**config.mk**
```make
export PLATFORM = sky130hd
export DESIGN_NAME = fault_supervisor
export DESIGN_NICKNAME = d
export VERILOG_FILES = /design/src/rtl/fault_supervisor_pkg.sv /design/src/rtl/fault_timer.sv /design/src/rtl/fault_supervisor.sv
export SDC_FILE = /design/constraint.sdc
export NUM_CORES = 1
export LEC_CHECK = 0
export ABC_AREA = 1
export BUFFER_PORTS_ARGS = -buffer_cell sky130_fd_sc_hd__buf_4
export CAP_MARGIN = 30
export CORE_ASPECT_RATIO = 0.7
export CORE_MARGIN = 2
export CORE_UTILIZATION = 50
export DETAILED_ROUTE_END_ITERATION = 10
export GPL_ROUTABILITY_DRIVEN = 0
export PLACE_DENSITY = 0.77
export SLEW_MARGIN = 20
export SYNTH_ARGS = -nofsm -noshare
export SYNTH_HDL_FRONTEND = slang
export SYNTH_SLANG_ARGS = --single-unit
```
**constraint.sdc**
```tcl
create_clock -name clk -period 5.9 [get_ports clk]
set_clock_uncertainty 0.1 [all_clocks]
set_input_delay 0 -clock clk [delete_from_list [all_inputs] [get_ports clk]]
set_output_delay 0 -clock clk [all_outputs]
set_load 0.02 [all_outputs]
```
**src/rtl/fault_supervisor_pkg.sv**
```systemverilog
// Overview of operation
// RULE_01 - an overcurrent report turns the high-side switch off at once, holds it off for the overcurrent off-time, then lets it switch again.
// RULE_02 - the off-then-restart hiccup repeats while the overcurrent report persists and stops once the current is back under the limit.
// RULE_03 - an upper thermal report stops switching, cuts the output current and pulls the fault line low.
// RULE_04 - after thermal shutdown nothing restarts until the lower thermal comparator shows cooling, and the fault line is released on restart.
// RULE_05 - an overcurrent-type fault turns the switch off at once and retries switching after a 1 ms wait.
// RULE_06 - an overcurrent-type fault pulls the fault line low only on the second overcurrent cycle, never on the first.
// RULE_07 - after a shorted-inductor fault the fault line is released only after 10 ms with no overcurrent trigger.
// RULE_08 - after a shorted current-set resistor fault the same 10 ms free of overcurrent is needed before release.
// RULE_09 - feedback above 2 V turns the switch off at once and pulls the fault line low immediately.
// RULE_10 - after that open-resistor fault the fault line is released 10 ms after feedback falls below 1.55 V.
// RULE_11 - without dimming, averaged feedback below 0.2 V for a continuous 10 ms pulls the fault line low at the end of that interval.
// RULE_12 - the fault line is only ever actively pulled low or left undriven; the host supplies the pull-up.
// RULE_13 - after a low-feedback fault the fault line is released once averaged feedback has stayed at regulation level for 10 ms.
// RULE_14 - the fault line is held low while any one fault source is asserted, all sources ored together.
package fault_supervisor_pkg;

  // =====================================================================
  // timing
  localparam int unsigned CLK_HZ          = 125_000_000;
  localparam int unsigned OCP_OFF_NS      = 1_000;
  localparam int unsigned RETRY_US        = 1_000;
  localparam int unsigned RECOVER_US      = 10_000;
  localparam int unsigned OCP_OFF_CYC     = (OCP_OFF_NS * (CLK_HZ / 1_000_000) + 999) / 1_000;
  localparam int unsigned RETRY_CYC       = RETRY_US * (CLK_HZ / 1_000_000);
  localparam int unsigned RECOVER_CYC     = RECOVER_US * (CLK_HZ / 1_000_000);
  localparam int unsigned CNT_W           = 24;
  localparam int unsigned OC_REPORT_COUNT = 2;

  // =====================================================================
  // comparator bundle
  typedef struct packed {
    logic oc_above_limit;
    logic temp_above_upper;
    logic temp_above_lower;
    logic fb_above_open;
    logic fb_below_release;
    logic fb_avg_below_reg;
  } sense_t;

  typedef enum logic [1:0] {
    OC_IDLE,
    OC_OFF,
    OC_RETRY
  } oc_state_t;

endpackage

```
**src/rtl/fault_timer.sv**
```systemverilog
`timescale 1ns/100ps
`default_nettype none
// =====================================================================
// counts cycles while run is high, clears when run drops
module fault_timer #(
  parameter int unsigned W     = 24,
  parameter int unsigned LIMIT = 1_250_000
) (
  input  wire logic clk,
  input  wire logic rst_n,
  input  wire logic run,
  output logic      done
);

  logic [W-1:0] count_r;

  always_ff @(posedge clk or negedge rst_n)
  begin
    if (!rst_n)
    begin
      count_r <= '0;
      done    <= 1'b0;
    end
    else if (!run)
    begin
      count_r <= '0;
      done    <= 1'b0;
    end
    else if (count_r >= W'(LIMIT - 1))
    begin
      done <= 1'b1;
    end
    else
    begin
      count_r <= count_r + W'(1);
      done    <= (count_r == W'(LIMIT - 2));
    end
  end

endmodule
`default_nettype wire

```
**src/rtl/fault_supervisor.sv**
```systemverilog
`timescale 1ns/100ps
`default_nettype none
module fault_supervisor #(
  parameter int unsigned OCP_OFF_CYC = fault_supervisor_pkg::OCP_OFF_CYC,
  parameter int unsigned RETRY_CYC   = fault_supervisor_pkg::RETRY_CYC,
  parameter int unsigned RECOVER_CYC = fault_supervisor_pkg::RECOVER_CYC
) (
  input  wire logic                         clk,
  input  wire logic                         resetn,
  input  wire fault_supervisor_pkg::sense_t sense,
  input  wire logic                         dimming_active,
  output logic                              switch_inhibit,
  output logic                              output_cut,
  output logic                              fault_report_line_o,
  output logic                              fault_report_line_oe
);

  localparam int unsigned W = fault_supervisor_pkg::CNT_W;

  // =====================================================================
  // reset release
  logic rst_meta_r;
  logic rst_n;

  always_ff @(posedge clk or negedge resetn)
  begin
    if (!resetn)
    begin
      rst_meta_r <= 1'b0;
      rst_n      <= 1'b0;
    end
    else
    begin
      rst_meta_r <= 1'b1;
      rst_n      <= rst_meta_r;
    end
  end

  // =====================================================================
  // thermal shutdown with hysteresis
  logic thermal_r;

  always_ff @(posedge clk or negedge rst_n)
  begin
    if (!rst_n)
      thermal_r <= 1'b0;
    else if (sense.temp_above_upper)
      thermal_r <= 1'b1; // [RULE_03]
    else if (!sense.temp_above_lower)
      thermal_r <= 1'b0; // [RULE_04]
  end

  // =====================================================================
  // overcurrent hiccup sequencer
  fault_supervisor_pkg::oc_state_t oc_state_r;
  logic [W-1:0] oc_cnt_r;
  logic [1:0]   oc_events_r;
  logic         oc_fault_r;
  logic         oc_quiet_done;

  always_ff @(posedge clk or negedge rst_n)
  begin
    if (!rst_n)
    begin
      oc_state_r <= fault_supervisor_pkg::OC_IDLE;
      oc_cnt_r   <= '0;
    end
    else
    begin
      case (oc_state_r)
        fault_supervisor_pkg::OC_IDLE:
        begin
          if (sense.oc_above_limit)
          begin
            oc_state_r <= fault_supervisor_pkg::OC_OFF; // [RULE_01]
            oc_cnt_r   <= '0;
          end
        end
        fault_supervisor_pkg::OC_OFF:
        begin
          // short off-time first; a second event escalates to the 1 ms retry wait
          if (oc_cnt_r >= W'(OCP_OFF_CYC - 1))
          begin
            oc_cnt_r   <= '0;
            oc_state_r <= (oc_events_r >= 2'(fault_supervisor_pkg::OC_REPORT_COUNT))
                          ? fault_supervisor_pkg::OC_RETRY
                                                : fault_supervisor_pkg::OC_IDLE; // [RULE_02]
          end
          else
            oc_cnt_r <= oc_cnt_r + W'(1);
        end
        fault_supervisor_pkg::OC_RETRY:
        begin
          if (oc_cnt_r >= W'(RETRY_CYC - 1))
          begin
            oc_cnt_r   <= '0;
            oc_state_r <= fault_supervisor_pkg::OC_IDLE; // [RULE_05]
          end
          else
            oc_cnt_r <= oc_cnt_r + W'(1);
        end
        default:
          oc_state_r <= fault_supervisor_pkg::OC_IDLE;
      endcase
    end
  end

  // event counter: fault reported from the second cycle on, never on the first
  always_ff @(posedge clk or negedge rst_n)
  begin
    if (!rst_n)
      oc_events_r <= 2'd0;
    else if (oc_state_r == fault_supervisor_pkg::OC_IDLE && sense.oc_above_limit)
    begin
      if (oc_events_r != 2'd3)
        oc_events_r <= oc_events_r + 2'd1;
    end
    else if (oc_quiet_done)
      oc_events_r <= 2'd0; // [RULE_07] [RULE_08]
  end

  always_ff @(posedge clk or negedge rst_n)
  begin
    if (!rst_n)
      oc_fault_r <= 1'b0;
    else if (oc_state_r == fault_supervisor_pkg::OC_IDLE && sense.oc_above_limit
             && oc_events_r >= 2'(fault_supervisor_pkg::OC_REPORT_COUNT - 1))
      oc_fault_r <= 1'b1; // [RULE_06] [RULE_05]
    else if (oc_quiet_done)
      oc_fault_r <= 1'b0; // [RULE_07] [RULE_08]
  end

  // quiet window runs while switching normally with no overcurrent
  fault_timer #(.W(W), .LIMIT(RECOVER_CYC)) u_oc_quiet (
    .clk   (clk),
    .rst_n (rst_n),
    .run   (oc_events_r != 2'd0 && oc_state_r == fault_supervisor_pkg::OC_IDLE
            && !sense.oc_above_limit),
    .done  (oc_quiet_done)
  );

  // =====================================================================
  // open current-set resistor (feedback too high)
  logic fb_open_r;
  logic fb_open_done;

  always_ff @(posedge clk or negedge rst_n)
  begin
    if (!rst_n)
      fb_open_r <= 1'b0;
    else if (sense.fb_above_open)
      fb_open_r <= 1'b1; // [RULE_09]
    else if (fb_open_done)
      fb_open_r <= 1'b0; // [RULE_10]
  end

  fault_timer #(.W(W), .LIMIT(RECOVER_CYC)) u_fb_open (
    .clk   (clk),
    .rst_n (rst_n),
    .run   (fb_open_r && sense.fb_below_release && !sense.fb_above_open),
    .done  (fb_open_done)
  );

  // =====================================================================
  // low feedback (open string), no dimming only
  logic fb_low_r;
  logic fb_low_set;
  logic fb_low_clr;

  fault_timer #(.W(W), .LIMIT(RECOVER_CYC)) u_fb_low_set (
    .clk   (clk),
    .rst_n (rst_n),
    .run   (!fb_low_r && !dimming_active && sense.fb_avg_below_reg),
    .done  (fb_low_set)
  );

  fault_timer #(.W(W), .LIMIT(RECOVER_CYC)) u_fb_low_clr (
    .clk   (clk),
    .rst_n (rst_n),
    .run   (fb_low_r && !sense.fb_avg_below_reg),
    .done  (fb_low_clr)
  );

  always_ff @(posedge clk or negedge rst_n)
  begin
    if (!rst_n)
      fb_low_r <= 1'b0;
    else if (fb_low_set)
      fb_low_r <= 1'b1; // [RULE_11]
    else if (fb_low_clr)
      fb_low_r <= 1'b0; // [RULE_13]
  end

  // =====================================================================
  // outputs; combinational hazards on the inhibit path avoided by registering
  always_ff @(posedge clk or negedge rst_n)
  begin
    if (!rst_n)
    begin
      switch_inhibit       <= 1'b1;
      output_cut           <= 1'b1;
      fault_report_line_o  <= 1'b0;
      fault_report_line_oe <= 1'b0;
    end
    else
    begin
      switch_inhibit <= sense.oc_above_limit || sense.fb_above_open
                        || oc_state_r != fault_supervisor_pkg::OC_IDLE
                        || thermal_r || sense.temp_above_upper || fb_open_r; // [RULE_01] [RULE_09]
      output_cut     <= thermal_r || sense.temp_above_upper; // [RULE_03]
      fault_report_line_o  <= 1'b0; // [RULE_12]
      fault_report_line_oe <= thermal_r || sense.temp_above_upper || oc_fault_r
                              || fb_open_r || sense.fb_above_open || fb_low_r; // [RULE_14]
    end
  end

endmodule
`default_nettype wire

```
==> metrics <==
Routed Wire Length=19200 um; Power Density=259 nW/um2; ys flop type=dfrtp_1; total global-route track usage=22.6%; CP top delay family=simple AND/OR/NAND/NOR gates; fillers=1507; Worst slew margin=43.1%; unrepaired setup endpoints after global routing=no; Final setup viols=0; clock period minus worst slack=2790 ps; number of diodes=0; CP Buf/Inv Count=4; xor and xnor area share after synthesis=6.38%; adder-cell share of the synthesized area=2.69%; antenna violations before repair=0; Yosys cell types=39; Fmax=0.359 GHz; fin nets=1241; first-pass GRT wire length=33000 um; clk sink count=137; post-synthesis compound-gate area fraction=3.24%; post-synth top area share=40.3%; CP max stage cell=nor2_2; initial core utilization=51.2%; vias in the first global route=6810; I/O pins=13; Port Buffers=11; Clock Tree Root=clkbuf_16; row count=39; final hold viol count=0; Area Overhead vs Synth=12.0%; Post-synth EDFFs=0; Cells after Synth=1198; sequential area share after synthesis=41.0%; FF+latch area=3430 um2; Pins Over Slew Limit=0; Final TNS setup=0 ps; kind of critical path=flop to flop; main combinational cell family by area after synthesis=simple AND/OR/NAND/NOR gates; first-pass iteration count of the detailed router=5; ys async rst share=100%; die width=159 um; clock latency on the worst-skew pair=430 ps; crit path DAT=3050 ps; Commonest cells post-synth=nand2_1 (419), nor2_1 (215), dfrtp_1 (135); most frequent cell after synthesis=nand2_1; CTS tree=built; Post-Syn Nets=1225; simple logic cell fraction of the synthesized area=40.4%; average wire per standard cell=13.2 um; crit share post-route=47.2%; largest net degree at the start of global routing=70; Iter 0 DRT Violations=773; multi-input logic area=4430 um2; largest cells by area after synthesis=dfrtp_1 (40%), nand2_1 (19%), nor2_1 (9.6%), nand3_1 (5.6%), inv_1 (4.2%); Yosys top cell by area=dfrtp_1; drt via density=5.24; # H-tree levels=4; mux cell area share after synthesis=0%; Detail Route Antenna Nets=0; crit start category=flop; average size of a mapped cell=6.99 um2; share of cells above drive strength 1=5.95%; TritonCTS Buffers=17; Post-DP HPWL=13300 um; nature of the critical path endpoint=flop; critical-path cell list=inv_1, ha_1, inv_1, nor2_1, inv_1, nor2_2, inv_1, nor2_4, nand2_1, nand2_1; CP dominant cell by count=inv_1; CP Data Required Time=6160 ps; status=finished clean; crit-path max cell delay=470 ps; Max Root-Sink Buffers=2; Min Hold Slack=70.8 ps; HP Class=flop to async pin; synthesized area=8380 um2; #FFs+latches synth=137; Pleak=0.00429 uW; DR DRC count=0; Max-Cap Viols=0; Least-Margin Pin Slew=848 ps; core area=16300 um2; Ys Warns=0; Die Ht=112 um; die area=17800 um2; via count=7605; GR Overflow Total=0; worst-path maximum fanout=15; Worst VDD drop=0.176 mV; Clk pin slew, worst setup/hold paths=60 ps
[cell type report]
type,count,share of cell area [%]
flip-flops and latches,137,36.6
repair buffers,26,2.69
clock inverters,14,2.12
multi-input cells,936,47.2
well taps,225,3.00
clock buffers,17,4.54
inverters,96,3.84
[report_power, final]
part	total (uW)	switching, uW	internal, uW
Sequential	996	27.6	968
Clock	1140	429	707
Combinational	300	215	85.0
[registers in the layout, summed over array words and instances, names as in the netlist, 2 cells and up]
| register | cells |
|---|---|
| u_fb_open.count_r | 24 |
| u_oc_quiet.count_r | 24 |
| u_fb_low_clr.count_r | 24 |
| oc_events_r | 2 |
| oc_state_r | 2 |
| oc_cnt_r | 24 |
| u_fb_low_set.count_r | 24 |
[through the flow]
stage / total power, uW / std cells / area, um2 / util (%) / setup WS, ps
after floorplan: 1230 / 1198 / 8380 / - / 1700
after global placement: 1300 / 1407 / 8600 / 52.6 / 3330
after detailed placement: 1300 / 1407 / 8600 / 52.6 / 3220
after CTS: 2450 / 1448 / 9330 / 57.0 / 3150
after global routing: 2550 / 1451 / 9380 / 57.4 / 2860
final: 2430 / 1451 / 9380 / 57.4 / 3110
[layer usage]
metal | part of all wire [%] | track usage [%]
met1 | 51 | 35.4
met2 | 40 | 30.9
met3 | 7.9 | 5.36
met4 | 1.0 | 5.69
met5 | 0 | 0
[worst register-to-register path, delay by kind of cell (launching register included)]
family | cells | cell delay, ps
buf+inv | 4 | 680
flops | 1 | 410
fa+ha+maj | 1 | 210
simple gates | 5 | 1320
[placed cells by master, fill, tap and decap left out, types with 2 or more instances in the layout]
cell	Yosys	final
clkinv_4	0	6
nand2_2	2	2
nor2_1	215	215
conb_1	2	2
clkbuf_16	0	17
nor4b_1	2	2
o21bai_1	4	4
clkinv_2	0	2
xnor2_1	26	26
ha_1	18	18
dfstp_2	2	2
nand3b_1	3	3
a21oi_1	7	7
inv_2	2	2
bufinv_16	0	4
nor2_4	7	7
xor2_1	35	35
o21ai_0	20	20
dfrtp_1	135	134
nand4_1	41	41
nor3_1	12	12
buf_4	6	14
o21ai_1	10	10
nand3_1	94	94
inv_1	93	93
nor2_2	8	8
dlygate4sd3_1	0	10
nand2_1	419	419
[worst paths after layout]
kind	end	slack (ps)	depth (start not counted)	start
worst max-delay path	u_oc_quiet.count_r[14]$_DFFE_PN0P_	3110	10	oc_state_r[0]$_DFFE_PN0P_
worst min-delay path	oc_cnt_r[0]$_DFFE_PN0P_	70	0	rst_n$_DFF_PN0_
worst max register to register	u_oc_quiet.count_r[14]$_DFFE_PN0P_	3110	10	oc_state_r[0]$_DFFE_PN0P_
worst min register to register	oc_cnt_r[0]$_DFFE_PN0P_	70	0	rst_n$_DFF_PN0_
max in group asynchronous	output_cut$_DFF_PN1_	4350	3	rst_n$_DFF_PN0_
min in group clk	u_fb_open.count_r[21]$_DFFE_PN0P_	200	3	sense[1]
[cells by family (layout without fill, tap and decap cells)]
| kind of cell | count (synthesis) | in the layout |
|---|---|---|
| AND/OR/NAND/NOR | 807 | 807 |
| flip-flops | 137 | 137 |
| buffers and inverters | 125 | 153 |
| XOR/XNOR | 61 | 61 |
| AO/OA/AOI/OAI | 48 | 48 |
| adder cells (fa/ha/maj) | 18 | 18 |
| other | 2 | 2 |
[repair_timing]
action | in CTS | in global routing
buffers inserted | 0 | 0
endpoints found under the setup margin | 0 | 0
resized for setup | 0 | 0
hold endpoints to repair | 34 | 0
hold buffers | 10 | 0
Power figures use the tool's default switching activity.
